===== config.mk =====
export PLATFORM = sky130hd
export DESIGN_NAME = fbd_decode
export DESIGN_NICKNAME = d
export VERILOG_FILES = /design/src/rtl/fbd_term.v /design/src/rtl/fbd_decode.v
export VERILOG_INCLUDE_DIRS = /design/src /design/src/rtl
export SDC_FILE = /design/constraint.sdc
export NUM_CORES = 1
export LEC_CHECK = 0
export BUFFER_PORTS_ARGS = -buffer_cell sky130_fd_sc_hd__buf_2
export CAP_MARGIN = 25
export CORE_MARGIN = 2
export CORE_UTILIZATION = 45
export DETAILED_ROUTE_END_ITERATION = 10
export PLACE_DENSITY = 0.69
export SLEW_MARGIN = 30
export SYNTH_ARGS = -nofsm -noshare
export SYNTH_HDL_FRONTEND = slang
export SYNTH_SLANG_ARGS = --single-unit

===== constraint.sdc =====
create_clock -name mclk -period 0.9 [get_ports mclk]
set_input_delay 0.09 -clock mclk [delete_from_list [all_inputs] [get_ports mclk]]
set_output_delay 0.09 -clock mclk [all_outputs]
set_load 0.1 [all_outputs]

===== src/rtl/fbd_regs.vh =====
`ifndef FBD_REGS_VH
`define FBD_REGS_VH
// leading nibble patterns (first five nibbles; 7x groups use first byte)
`define FBD_PAT_MULS    20'h01c05
`define FBD_PAT_DIVS    20'h01d05
`define FBD_PAT_CRLD    20'h01406
`define FBD_PAT_WLOG    20'h01f06
`define FBD_PFX_BREG_T  8'h7c
`define FBD_PFX_BREG_M  8'h7d
`define FBD_PFX_BABS_T  8'h7e
`define FBD_PFX_BABS_M  8'h7f
`define FBD_NIB_6       4'h6
`define FBD_NIB_7       4'h7
// operation codes on the op_code output
`define FBD_OP_NONE     5'h00
`define FBD_OP_MULS     5'h01
`define FBD_OP_DIVS     5'h02
`define FBD_OP_CRLD     5'h03
`define FBD_OP_WOR      5'h04
`define FBD_OP_WXOR     5'h05
`define FBD_OP_WAND     5'h06
`define FBD_OP_TEST     5'h07
`define FBD_OP_BIT_OR   5'h08
`define FBD_OP_BIT_XOR  5'h09
`define FBD_OP_BIT_AND  5'h0a
`define FBD_OP_LOAD     5'h0b
`define FBD_OP_SET      5'h0c
`define FBD_OP_INVERT   5'h0d
`define FBD_OP_CLEAR    5'h0e
`define FBD_OP_STORE    5'h0f
// per-cycle state costs
`define FBD_S_FETCH     4'h2
`define FBD_S_INTERNAL  4'h1
`define FBD_S_PERI_FAST 4'h2
`define FBD_S_PERI_SLOW 4'h3
`endif


===== src/rtl/fbd_term.v =====
`timescale 1ns/1ps
// one product term of the state sum: count times per-cycle cost
module fbd_term #(
  parameter CW = 8,
  parameter SW = 4,
  parameter PW = 12
) (
  input  wire [CW-1:0] count,
  input  wire [SW-1:0] cost,
  output wire [PW-1:0] product
);
  wire [CW+SW-1:0] full;
  assign full    = count * cost;
  assign product = full[PW-1:0];
endmodule


===== src/rtl/fbd_decode.v =====
// Operation
// (RQ1) 01C05 multiply, 01D05 divide; fourth-byte high nibble picks variant
// (RQ2) high nibble msb picks alternate; 01406 control load, 01F06 word logic
// (RQ3) 7C/7D: nibble after prefix is register field; bit ops decoded
// (RQ4) 7E/7F: byte after prefix is absolute address; same bit ops
// (RQ5) execution states equal sum of each cycle count times its cost
// (RQ6) each instruction carries fixed counts for the six cycle types
// (RQ7) fetch from on-chip memory costs 2 states, internal operation 1
// (RQ8) byte access to on-chip peripheral costs 2 or 3 states by module
`timescale 1ns/1ps
`include "fbd_regs.vh"
module fbd_decode #(
  parameter CW = 8,
  parameter SW = 4,
  parameter TW = 12
) (
  input  wire          mclk,
  input  wire          reset_n,
  input  wire          instr_valid,
  input  wire [31:0]   instr_code,
  input  wire [CW-1:0] cnt_fetch,
  input  wire [CW-1:0] cnt_branch,
  input  wire [CW-1:0] cnt_stack,
  input  wire [CW-1:0] cnt_byte,
  input  wire [CW-1:0] cnt_word,
  input  wire [CW-1:0] cnt_internal,
  input  wire [SW-1:0] cost_branch,
  input  wire [SW-1:0] cost_stack,
  input  wire [SW-1:0] cost_word,
  input  wire          byte_to_peri,
  input  wire          peri_slow,
  input  wire [SW-1:0] cost_byte_mem,
  output reg           dec_valid,
  output reg  [4:0]    op_code,
  output reg           op_illegal,
  output reg  [3:0]    reg_field,
  output reg  [7:0]    abs_addr,
  output reg           uses_reg,
  output reg           uses_abs,
  output reg  [TW-1:0] exec_states
);
  wire [19:0] lead5;
  wire [7:0]  pfx;
  wire [3:0]  nib2;
  wire [3:0]  nib3;
  wire [3:0]  fourth_byte_high_nibble;
  wire [3:0]  nib5;
  wire        alt_sel;
  wire        low_var;
  assign lead5 = instr_code[31:12];
  assign pfx   = instr_code[31:24];
  assign nib2  = instr_code[23:20];
  assign nib3  = instr_code[19:16];
  // fifth nibble is the third byte's high half, last of the group pattern
  assign nib5  = instr_code[15:12];
  assign fourth_byte_high_nibble = instr_code[7:4];
  assign alt_sel = fourth_byte_high_nibble[3]; // [RQ2]
  // multiply and divide only exist in variant columns 0 to 3
  assign low_var = ~fourth_byte_high_nibble[3] & ~fourth_byte_high_nibble[2];

  reg [4:0] op_next;
  reg       breg_next;
  reg       babs_next;
  reg [3:0] bsub;
  reg       bkind_t;
  reg       is_bit;
  reg       sfx6;

  always @*
  begin
    op_next   = `FBD_OP_NONE;
    breg_next = 1'b0;
    babs_next = 1'b0;
    bsub      = 4'h0;
    bkind_t   = 1'b0;
    is_bit    = 1'b0;
    sfx6      = 1'b0;
    // four-byte group by five leading nibbles
    if (lead5 == `FBD_PAT_MULS)
    begin
      if (low_var && !fourth_byte_high_nibble[0]) // [RQ1]
        op_next = `FBD_OP_MULS;
    end
    else if (lead5 == `FBD_PAT_DIVS)
    begin
      if (low_var && fourth_byte_high_nibble[0]) // [RQ1]
        op_next = `FBD_OP_DIVS;
    end
    else if (lead5 == `FBD_PAT_CRLD)
    begin
      if (alt_sel && fourth_byte_high_nibble[0] == 1'b0) // [RQ2]
        op_next = `FBD_OP_CRLD;
    end
    else if (lead5 == `FBD_PAT_WLOG)
    begin
      case (fourth_byte_high_nibble) // [RQ2]
        4'h4: op_next = `FBD_OP_WOR;
        4'h5: op_next = `FBD_OP_WXOR;
        4'h6: op_next = `FBD_OP_WAND;
        default: op_next = `FBD_OP_NONE;
      endcase
    end
    else if (pfx == `FBD_PFX_BREG_T || pfx == `FBD_PFX_BREG_M)
    begin
      // register form: fourth nibble fixed zero, fifth nibble is 6 or 7
      if (nib3 == 4'h0 && (nib5 == `FBD_NIB_6 || nib5 == `FBD_NIB_7))
      begin
        is_bit    = 1'b1; // [RQ3]
        breg_next = 1'b1;
        bkind_t   = (pfx == `FBD_PFX_BREG_T);
        sfx6      = (nib5 == `FBD_NIB_6);
      end
    end
    else if (pfx == `FBD_PFX_BABS_T || pfx == `FBD_PFX_BABS_M)
    begin
      if (nib5 == `FBD_NIB_6 || nib5 == `FBD_NIB_7)
      begin
        is_bit    = 1'b1; // [RQ4]
        babs_next = 1'b1;
        bkind_t   = (pfx == `FBD_PFX_BABS_T);
        sfx6      = (nib5 == `FBD_NIB_6);
      end
    end
    if (is_bit)
    begin
      bsub = fourth_byte_high_nibble;
      if (bkind_t)
      begin
        // test/logic/load group; suffix 6 carries only test
        case (bsub)
          4'h3: op_next = `FBD_OP_TEST;
          4'h4: op_next = sfx6 ? `FBD_OP_NONE : `FBD_OP_BIT_OR;
          4'h5: op_next = sfx6 ? `FBD_OP_NONE : `FBD_OP_BIT_XOR;
          4'h6: op_next = sfx6 ? `FBD_OP_NONE : `FBD_OP_BIT_AND;
          4'h7: op_next = sfx6 ? `FBD_OP_NONE : `FBD_OP_LOAD;
          default: op_next = `FBD_OP_NONE;
        endcase
      end
      else
      begin
        // set/invert/clear group; store only with suffix 6
        case (bsub)
          4'h0: op_next = `FBD_OP_SET;
          4'h1: op_next = `FBD_OP_INVERT;
          4'h2: op_next = `FBD_OP_CLEAR;
          4'h7: op_next = sfx6 ? `FBD_OP_STORE : `FBD_OP_NONE;
          default: op_next = `FBD_OP_NONE;
        endcase
      end
    end
  end

  // byte access cost: peripheral cost picked by the addressed module
  wire [SW-1:0] cost_byte;
  assign cost_byte = byte_to_peri ?
                     (peri_slow ? `FBD_S_PERI_SLOW : `FBD_S_PERI_FAST) :
                     cost_byte_mem; // [RQ8]

  wire [CW-1:0] cnts  [0:5];
  wire [SW-1:0] costs [0:5];
  wire [TW-1:0] prods [0:5];
  assign cnts[0]  = cnt_fetch; // [RQ6]
  assign cnts[1]  = cnt_branch;
  assign cnts[2]  = cnt_stack;
  assign cnts[3]  = cnt_byte;
  assign cnts[4]  = cnt_word;
  assign cnts[5]  = cnt_internal;
  assign costs[0] = `FBD_S_FETCH; // [RQ7]
  assign costs[1] = cost_branch;
  assign costs[2] = cost_stack;
  assign costs[3] = cost_byte;
  assign costs[4] = cost_word;
  assign costs[5] = `FBD_S_INTERNAL; // [RQ7]

  genvar g;
  generate
    for (g = 0; g < 6; g = g + 1)
    begin : g_term
      fbd_term #(
        .CW      (CW),
        .SW      (SW),
        .PW      (TW)
      ) u_term (
        .count   (cnts[g]),
        .cost    (costs[g]),
        .product (prods[g])
      );
    end
  endgenerate

  // sum wraps at TW bits; default width covers all realistic counts
  wire [TW-1:0] total_next;
  assign total_next = prods[0] + prods[1] + prods[2] +
                      prods[3] + prods[4] + prods[5]; // [RQ5]

  always @(posedge mclk or negedge reset_n)
  begin
    if (!reset_n)
    begin
      dec_valid   <= 1'b0;
      op_code     <= `FBD_OP_NONE;
      op_illegal  <= 1'b0;
      reg_field   <= 4'h0;
      abs_addr    <= 8'h00;
      uses_reg    <= 1'b0;
      uses_abs    <= 1'b0;
      exec_states <= {TW{1'b0}};
    end
    else
    begin
      dec_valid <= instr_valid;
      if (instr_valid)
      begin
        op_code     <= op_next;
        op_illegal  <= (op_next == `FBD_OP_NONE);
        reg_field   <= breg_next ? nib2 : 4'h0; // [RQ3]
        abs_addr    <= babs_next ? instr_code[23:16] : 8'h00; // [RQ4]
        uses_reg    <= breg_next;
        uses_abs    <= babs_next;
        exec_states <= total_next; // [RQ5]
      end
    end
  end
endmodule


==> results.md, run 1 <==
* Top cells by area, synth: fa_1 40%, dfrtp_1 14%, inv_1 9.1%, ha_1 8.2%, and2_1 6.5%
* Global route hottest layer: met2
* Gpl congestion at ~0.95
* Number of cells on the worst hold path at 2
* Grt ovf at 0
* Synthesized flop and latch total at 32
* Die area at approximately 14000 um^2
* Synth Instances at 609
* RSZ-0062 raised after global routing: true
* Critical path buffers and inverters at 6
* CTS tree: built
* Core area at 12600 um^2
* Clk Latency, worst-skew pair at 0.27 ns
* Worst reg-to-reg path cell count at 2
* Post-synthesis net count at between 800 and 900
* RR Startpoint: reg_field[3]
* Flop-to-flop setup slack at 0 ns
* Final worst-path setup slack at -4.14 ns
* Dpl hpwl at 13.0 mm
* 1st-iter DRT viols at 169
* Number of global-route vias before repair at 5612
* CP max stage cell: fa_1
* Via density at 4.88
* First-pass GRT wire length at roughly 26 mm
* Slew Viols, Final at 0
* Hold Path Origin: instr_code[19]
* Reg-to-Reg End: reg_field[3]
* Dpl cells at 992
* GR Util met2 at 0.407
* Post-synthesis compound-gate area fraction at 0.0760
* Worst Hold Class: input pin to flop
* Largest regs: exec_states (12), abs_addr (8)
* Multiplexer share of the synthesized area at 0.0133
* Synthesized area at 5830 um^2
* Final hold slack at 0.0420 ns
* Die height at 118 um
* XOR/XNOR share of the synthesized area at 0.0150
* Layout cells sized above 1 at 0.417
* Area share of the largest cell type after synthesis at 0.402
* Hold EP: abs_addr[3]
* Antenna Nets Post-Route at 0
* Period utilization at 5.60
* Cts bufs inserted at 5
* DR vias at 4998
* List of most frequent post-synthesis cells: 142 x inv_1, 117 x fa_1, 68 x nand2_1
* Synth warn at 0
* Crit path max fanout at 4
* FP Rows at 41
* GR Util met1 at 0.310
* Synth Area in Adders at 0.483
* Clock-pin transition on the worst setup and hold timing paths at 0.05 ns
* CP most frequent cell: fa_1
* Max-Cap Viols at 0
* Slowest cell delay on critical path at 0.56 ns
* Failing checks: negative setup slack
* Outcome: complete, but fails checks
* Critical path launch point type: input pin
* Largest net degree at the start of global routing at 33
* Yosys top cell by area: fa_1
* CP arrival at 5.23 ns
* Synth Area in Simple Gates at 0.178
* Clock Sinks at 32
* Clk Tree Root Cell: clkbuf_16
* Main combinational cell family by area after synthesis: adder cells
* H-tree depth at 2
* Antenna violations before repair at 0
* Area grow syn2layout at 49.8%
* Final count of hold timing violations at 0
* Critical path class: input pin to flop
* Met3 Usage GRT at 0.0228
* Delay-heaviest family, CP: adder cells
* Max reg flops at 12
* Bufs on Longest Clock Path at 2
* DRT Wirelength at 16.1 mm
* Number of antenna cells inserted at 0
* Final setup viols at 63
* Chip Width at 118 um
* Total I/O pin count at 134
* Gr usage total at 0.231
* Most frequent cell after synthesis: inv_1
* Asr flop ratio synth at 1.00
* Pre-Repair DR Iteration Count at 4
* Number of flops mapped to enable cells by yosys at 0
* Unique masters post-synth at 47
* PortBufs at 124
* Final setup skew at 0 ns
* Fmax achieved at 0.198 GHz
* Initial Util at 0.462
* Largest reg by FF count: exec_states
* Post-route insts no fill at 1024
* Worst path cell trace: buf_12 > mux2i_4 > buf_6 > nor2b_2 > fa_1 > inv_2 > fa_1 > inv_2 > fa_1 > fa_1 > fa_1 > fa_1 > inv_2 > fa_2 > nor2b_4 > o21ai_4 > a21boi_2 > buf_4 > o21a_1 > nor3_2 > o31ai_1
* Endpoint type of the worst setup path: flop
* Worst Path Required at between 1 and 1.5 ns
* Sequential area share after synthesis at 0.137
* Layout Nets at 1107
* Post-route minimum period at about 5.0 ns
* Drt wl/cell at 15.7 um
* Syn Area/Cell at about 9.6 um^2
* Commonest register cell after synthesis: dfrtp_1
* DRC Markers at 0
layout make-up:
cell class	instances	area, um^2
Inverter	142	533
Sequential cell	32	840
Clock buffer	7	153
Multi-Input combinational cell	428	4880
Tap cell	172	215
Timing Repair Buffer	242	2080
Fill cell	975	3890
Clock inverter	1	30.0
layout by cell type, fill, tap and decap left out, drive strengths merged, types with 12 or more instances in the layout:
master  Yosys  routed
buf         1     241
inv       142     142
fa        117     117
nand2      68      68
and2       61      61
ha         38      38
dfrtp      32      32
nor2b      20      20
o21ai      13      13
a22o       12      12
cells by family after synthesis:
kind of cell               after synthesis
buffers and inverters                  149
and+or+nand+nor                        193
muxes                                    7
other                                    1
xor gates and xnor gates                10
DFF                                     32
AOI/OAI and AO/OA                       62
adders and majority gates              155
repair_timing:
item,4_1_cts,5_1_grt
gates cloned,1,0
hold buffers,1,0
pin swaps,22,42
setup buffers,13,12
resized for setup,38,54
hold endpoints to repair,32,0
setup endpoints to repair,63,63
worst max-delay path by stage:
stage	start	endpoint	cells after the start
floorplan	byte_to_peri	exec_states[10]	18
global placement	byte_to_peri	exec_states[10]	19
detailed placement	byte_to_peri	exec_states[10]	19
CTS	byte_to_peri	exec_states[8]	22
global route	byte_to_peri	exec_states[8]	21
finish	byte_to_peri	exec_states[8]	21
layer usage:
layer / share of wire / vias up / wire length [um]
met5: 0 / - / 0
met4: 0.020 / 0 / 327
met3: 0.041 / 31 / 663
met2: 0.53 / 129 / 8550
met1: 0.41 / 2490 / 6570
li1: - / 2348 / -
stage by stage:
step	setup TNS, ns	instance area (um^2)	worst slack, ns	utilization
6_report	-49.30	8730	-4.14	0.692
5_1_grt	-51.92	8730	-4.33	0.692
4_1_cts	-46.98	8430	-4.01	0.668
3_5_place_dp	-55.35	7960	-4.40	0.631
3_3_place_gp	-53.71	7960	-4.29	0.631
2_1_floorplan	-44.34	5970	-3.97	-
Power of run 1 is not shown: default switching activity piles up to over one toggle a cycle in this logic, so the estimate is an artifact.
==> run 2: changes to the inputs <==
--- a/config.mk
+++ b/config.mk
@@ -11,7 +11,8 @@
 export CORE_MARGIN = 2
 export CORE_UTILIZATION = 45
 export DETAILED_ROUTE_END_ITERATION = 10
-export PLACE_DENSITY = 0.69
+export MAX_ROUTING_LAYER = met4
+export PLACE_DENSITY_LB_ADDON = 0.08
 export SLEW_MARGIN = 30
 export SYNTH_ARGS = -nofsm -noshare
 export SYNTH_HDL_FRONTEND = slang
==> constraint.sdc (replaced) <==
create_clock -name mclk -period 0.9 [get_ports mclk]
set_input_delay 0.18 -clock mclk [delete_from_list [all_inputs] [get_ports mclk]]
set_output_delay 0.18 -clock mclk [all_outputs]
set_load 0.1 [all_outputs]
==> run 2 against run 1 <==
  * The flow still finishes with violations (negative setup slack)
  * Setup slack improved by 0.029 ns
  * Clock skew unchanged
  * Sequential share of layout area increased by 0.16 points
  * Utilization decreased by 1.2 points
  * Clock-buffer cell count increased by 1
  * Non-clock buffer count increased by 4
  * Critical endpoint is now exec_states[9]
  * Flip-flop and latch count unchanged
  * Cell count increased by 0.39%
  * Register-to-register slack got worse by 0.09 ns
  * Hold slack improved by 0.083 ns
  * Highest routed layer unchanged
==> results.md, run 2 (synthesized netlist as in run 1, its figures left out) <==
* Outcome: complete, but fails checks
* Failing checks: negative setup slack
* Fmax achieved at 0.199 GHz
* H-tree depth at 2
* Core area at roughly 13000 um^2
* CP arrival at 5.17 ns
* Largest reg by FF count: exec_states
* Final count of hold timing violations at 0
* RSZ-0062 raised after global routing: true
* Layout Nets at 1111
* Critical path launch point type: input pin
* Post-route insts no fill at 1028
* Number of global-route vias before repair at 5383
* DRT Wirelength at 14.4 mm
* Worst Path Required at 1.06 ns
* Clock-pin transition on the worst setup and hold timing paths at 0.05 ns
* Layout cells sized above 1 at 0.395
* Met3 Usage GRT at 0.0325
* Total power at 36700 uW
* Critical path class: input pin to flop
* Max reg flops at 12
* Final hold slack at 0.125 ns
* GR Util met2 at 0.368
* DR vias at 4955
* Final worst-path setup slack at -4.11 ns
* Final instance area at 8590 um^2
* Grt ovf at 0
* Dpl cells at 1001
* Post-route minimum period at 5.01 ns
* Period utilization at 5.57
* Worst Hold Class: input pin to flop
* Slowest cell delay on critical path at 0.53 ns
* Bufs on Longest Clock Path at 2
* Max rail drop VDD at 5.76 mV
* Initial Util at 0.462
* GR Util met1 at 0.310
* Most frequent cells in the layout: 139 x inv_1, 116 x fa_1, 110 x buf_4
* Number of antenna cells inserted at 0
* CP most frequent cell: fa_1
* Flop-to-flop setup slack at -0.09 ns
* Pwr dens at between 4000 and 5000 nW/um^2
* Die area at 13900 um^2
* Antenna violations before repair at 0
* Layout Utilization at 0.681
* Drt wl/cell at 14.0 um
* Clk Tree Root Cell: clkbuf_16
* Total I/O pin count at about 130
* CTS tree: built
* Final setup skew at 0 ns
* DRC Markers at 0
* Clock Sinks at 32
* Endpoint type of the worst setup path: flop
* Area grow syn2layout at 47.3%
* Final setup viols at 63
* Global route hottest layer: met2
* Largest net degree at the start of global routing at 28
* Dpl hpwl at around 13 mm
* Antenna Nets Post-Route at 0
* First-pass GRT wire length at 25.1 mm
* Leak pwr at 0.00429 uW
* Max-Cap Viols at 0
* Critical path buffers and inverters at 5
* Crit path max fanout at 7
* PortBufs at between 100 and 150
* Worst path cell trace: buf_8 > mux2i_4 > nor2b_2 > fa_1 > inv_1 > fa_1 > inv_1 > fa_1 > fa_1 > fa_1 > inv_1 > fa_1 > inv_1 > ha_4 > nand2_1 > o211a_1 > o21bai_1 > a21oi_2 > xnor2_1 > mux2_2
* CP max stage cell: fa_1
* 1st-iter DRT viols at 170
* Gr usage total at 0.226
* Gpl congestion at 0.868
* Die height at 118 um
* Pre-Repair DR Iteration Count at 4
* Clk Latency, worst-skew pair at 0.27 ns
* Area post-placement at around 8000 um^2
* Leading cell type in the layout, fill and taps excluded: inv_1
* FP Rows at slightly above 40
* Via density at 4.82
* Chip Width at 118 um
* Delay-heaviest family, CP: adder cells
* Largest regs: exec_states (12), abs_addr (8)
* Slew Viols, Final at 0
* Cts bufs inserted at 5
-- run 2: power breakdown --
part           internal (uW)  leakage, uW  total (uW)  switching (uW)
Combinational          16500      0.00385       32800           16300
Clock                   1100    0.0000712        1660             562
Sequential              1910     0.000372        2220             308
-- run 2: final timing paths --
kind | start | to | cells past startpoint
min | instr_code[16] | abs_addr[0] | 2
min reg2reg | uses_abs | uses_abs | 1
max reg2reg | reg_field[2] | reg_field[2] | 3
max | byte_to_peri | exec_states[9] | 20
min in group asynchronous | reset_n | abs_addr[3] | 2
max in group asynchronous | reset_n | op_code[2] | 3
-- run 2: per-stage QoR --
step                      setup TNS (ns)  worst slack (ns)
after global placement            -58.40             -4.37
after floorplan                   -47.22             -4.06
after global routing              -58.16             -4.28
after CTS                         -54.44             -4.06
final                             -54.98             -4.11
after detailed placement          -59.46             -4.45
-- run 2: repair_timing --
item	4_1_cts	5_1_grt
buffers inserted	10	10
cloned	1	0
endpoints found under the setup margin	63	63
endpoints found under the hold margin	32	0
pin swaps	18	19
hold buffers	1	0
resized for setup	29	33
-- run 2: per-layer routing --
| layer | vias up | share of wire |
|---|---|---|
| li1 | 2363 | - |
| met1 | 2467 | 0.45 |
| met2 | 110 | 0.49 |
| met3 | 15 | 0.045 |
| met4 | 0 | 0.010 |
| met5 | - | 0 |
-- run 2: cell type report --
| class | instances | area (um^2) |
|---|---|---|
| Multi-Input combinational cell | 428 | 4750 |
| Fill cell | 1066 | 4030 |
| Timing Repair Buffer | 246 | 2100 |
| Sequential cell | 32 | 840 |
| Inverter | 142 | 533 |
| Tap cell | 172 | 215 |
| Clock buffer | 8 | 146 |
Note: power is estimated with default switching activity, not from simulation.
==> run 3: changes to the inputs <==
--- a/config.mk
+++ b/config.mk
@@ -8,7 +8,7 @@
 export LEC_CHECK = 0
 export BUFFER_PORTS_ARGS = -buffer_cell sky130_fd_sc_hd__buf_2
 export CAP_MARGIN = 25
-export CORE_MARGIN = 2
+export CORE_MARGIN = 4
 export CORE_UTILIZATION = 45
 export DETAILED_ROUTE_END_ITERATION = 10
 export MAX_ROUTING_LAYER = met4
==> constraint.sdc (replaced) <==
create_clock -name mclk -period 5.9 [get_ports mclk]
set_input_delay 1.18 -clock mclk [delete_from_list [all_inputs] [get_ports mclk]]
set_output_delay 1.18 -clock mclk [all_outputs]
set_load 0.1 [all_outputs]
==> run 3 against run 2 <==
  * The run still ends with negative setup slack left
  * Die area grew 6.9%
  * Design area shrank 13%
  * Global-route usage shrank 2.5 points
  * Sequential share of layout area grew 0.91 points
  * Hold slack gained 0.35 ns
  * Critical path depth grew 2
  * Clock-buffer cell count shrank 1
  * Non-clock buffer count shrank 58
  * Critical path type unchanged
==> results.md, run 3 (synthesized netlist as in run 1, its figures left out) <==
* Outcome: complete, but fails checks
* Failing checks: negative setup slack
* Clock-pin transition on the worst setup and hold timing paths at 0.05 ns
* Final instance area at 7490 um^2
* Largest net degree at the start of global routing at 34
* Worst reg-to-reg path cell count at 2
* Hold EP: op_code[2]
* Number of cells on the worst hold path at 2
* Flop-to-flop setup slack at 5.11 ns
* Total I/O pin count at 134
* Reg-to-Reg End: op_illegal
* Worst-Margin Slew at between 0.7 and 0.8 ns
* Crit path max fanout at 4
* Period utilization at 1.01
* Pre-Repair DR Iteration Count at 4
* 1st-iter DRT viols at about 170
* Global route hottest layer: met2
* Number of antenna cells inserted at 0
* GR Util met2 at 0.326
* Critical path launch point type: input pin
* Number of global-route vias before repair at 4940
* Hold Path Origin: op_code[2]
* Largest reg by FF count: exec_states
* Layout Utilization at 0.591
* DR vias at 4655
* Met3 Usage GRT at 0.0209
* CTS tree: built
* DRC Markers at 0
* DRT Wirelength at 13.7 mm
* PortBufs at 124
* Gr usage total at 0.201
* Clk Latency, worst-skew pair at roughly 0.27 ns
* Largest regs: exec_states (12), abs_addr (8)
* RR Startpoint: op_illegal
* Area grow syn2layout at 28.5%
* Most frequent cells in the layout: 138 x inv_1, 123 x buf_2, 115 x fa_1
* Final worst-path setup slack at -0.0843 ns
* Max reg flops at 12
* Slew HR at 0.521
* Slew Viols, Final at 0
* Dpl hpwl at 12.3 mm
* Fmax achieved at approximately 0.17 GHz
* Final setup skew at 0 ns
* Grt ovf at 0
* Final setup viols at 4
* Critical path class: input pin to flop
* Final count of hold timing violations at 0
* Endpoint type of the worst setup path: flop
* Initial Util at 0.460
* Worst Path Required at between 6 and 7 ns
* CP arrival at approximately 6 ns
* Cts bufs inserted at 5
* Layout cells sized above 1 at 0.297
* GR Util met1 at 0.286
* Max-Cap Viols at 0
* Worst Hold Class: flop to flop
* Layout Nets at 1053
* Antenna Nets Post-Route at 0
* First-pass GRT wire length at between 20 and 25 mm
* Area post-placement at around 7100 um^2
* Antenna violations before repair at 0
* Clock Sinks at 32
* Post-CTS Hold Buffers at 0
* RSZ-0062 raised after global routing: true
* Gpl congestion at ~0.9
* Post-route minimum period at 5.98 ns
* Die area at 14800 um^2
* Chip Width at approximately 120 um
* Die height at 122 um
* Bufs on Longest Clock Path at 2
* Leading cell type in the layout, fill and taps excluded: inv_1
* Clk Tree Root Cell: clkbuf_16
* Via density at 4.80
* FP Rows at 41
* Core area at approximately 13000 um^2
* Drt wl/cell at 14.1 um
* H-tree depth at 2
## run 3: cell count changes in the layout (fill, tap and decap cells not counted), sizes merged
cell | before | now
bufinv | 0 | 1
buf | 245 | 188
clkbuf | 8 | 7
dlygate4sd3 | 1 | 0
## run 3: final cells by class
type                    count  area [um^2]
well taps                 172          215
repair buffers            188         1130
fillers                  1213         5180
inverters                 142          533
multi-input cells         428         4630
clock inverters             1         30.0
clock buffers               7          153
flip-flops and latches     32          801
## run 3: worst max-delay path, cell delays in order
cell and delay (ns):
buf_12 0.09, mux2i_4 0.30, buf_12 0.14, nor2b_2 0.04, fa_1 0.48, inv_1 0.05, fa_1 0.45, fa_1 0.51
inv_1 0.05, fa_1 0.46, fa_1 0.50, inv_1 0.05, fa_1 0.52, inv_2 0.05, ha_4 0.22, nor2b_2 0.15
o21ai_2 0.18, a21boi_2 0.08, buf_4 0.14, o21a_1 0.18, o21a_1 0.18, o31ai_2 0.17
## run 3: stage by stage
step / setup TNS [ns] / instances / setup WS [ns] / hold slack, ns
CTS: -0.436 / 968 / -0.194 / 0.476
global placement: -2.50 / 958 / -0.509 / 0.458
floorplan: -0.0699 / 609 / -0.0699 / 0.884
global route: -1.01 / 970 / -0.257 / 0.478
finish: -0.213 / 970 / -0.0843 / 0.471
detailed placement: -2.87 / 958 / -0.567 / 0.464
## run 3: what timing repair did
action / CTS / global route
endpoints found under the setup margin: 5 / 6
pin swaps: 21 / 9
resized for setup: 17 / 18
setup buffers: 2 / 2
## run 3: metal layers
| metal | vias up | share of wire |
|---|---|---|
| met3 | 8 | 0.042 |
| li1 | 2245 | - |
| met1 | 2324 | 0.45 |
| met4 | 0 | 0.0066 |
| met2 | 78 | 0.50 |
| met5 | - | 0 |
## run 3: worst max-delay path by stage
stage / startpoint / endpoint / slack (ns) / depth (start not counted)
after floorplan: byte_to_peri / exec_states[10] / -0.07 / 18
after global placement: byte_to_peri / exec_states[10] / -0.51 / 19
after detailed placement: byte_to_peri / exec_states[8] / -0.57 / 21
after CTS: byte_to_peri / exec_states[10] / -0.19 / 19
after global routing: byte_to_peri / exec_states[8] / -0.26 / 22
final: byte_to_peri / exec_states[8] / -0.08 / 22
Power of run 3 is left out for the same reason.
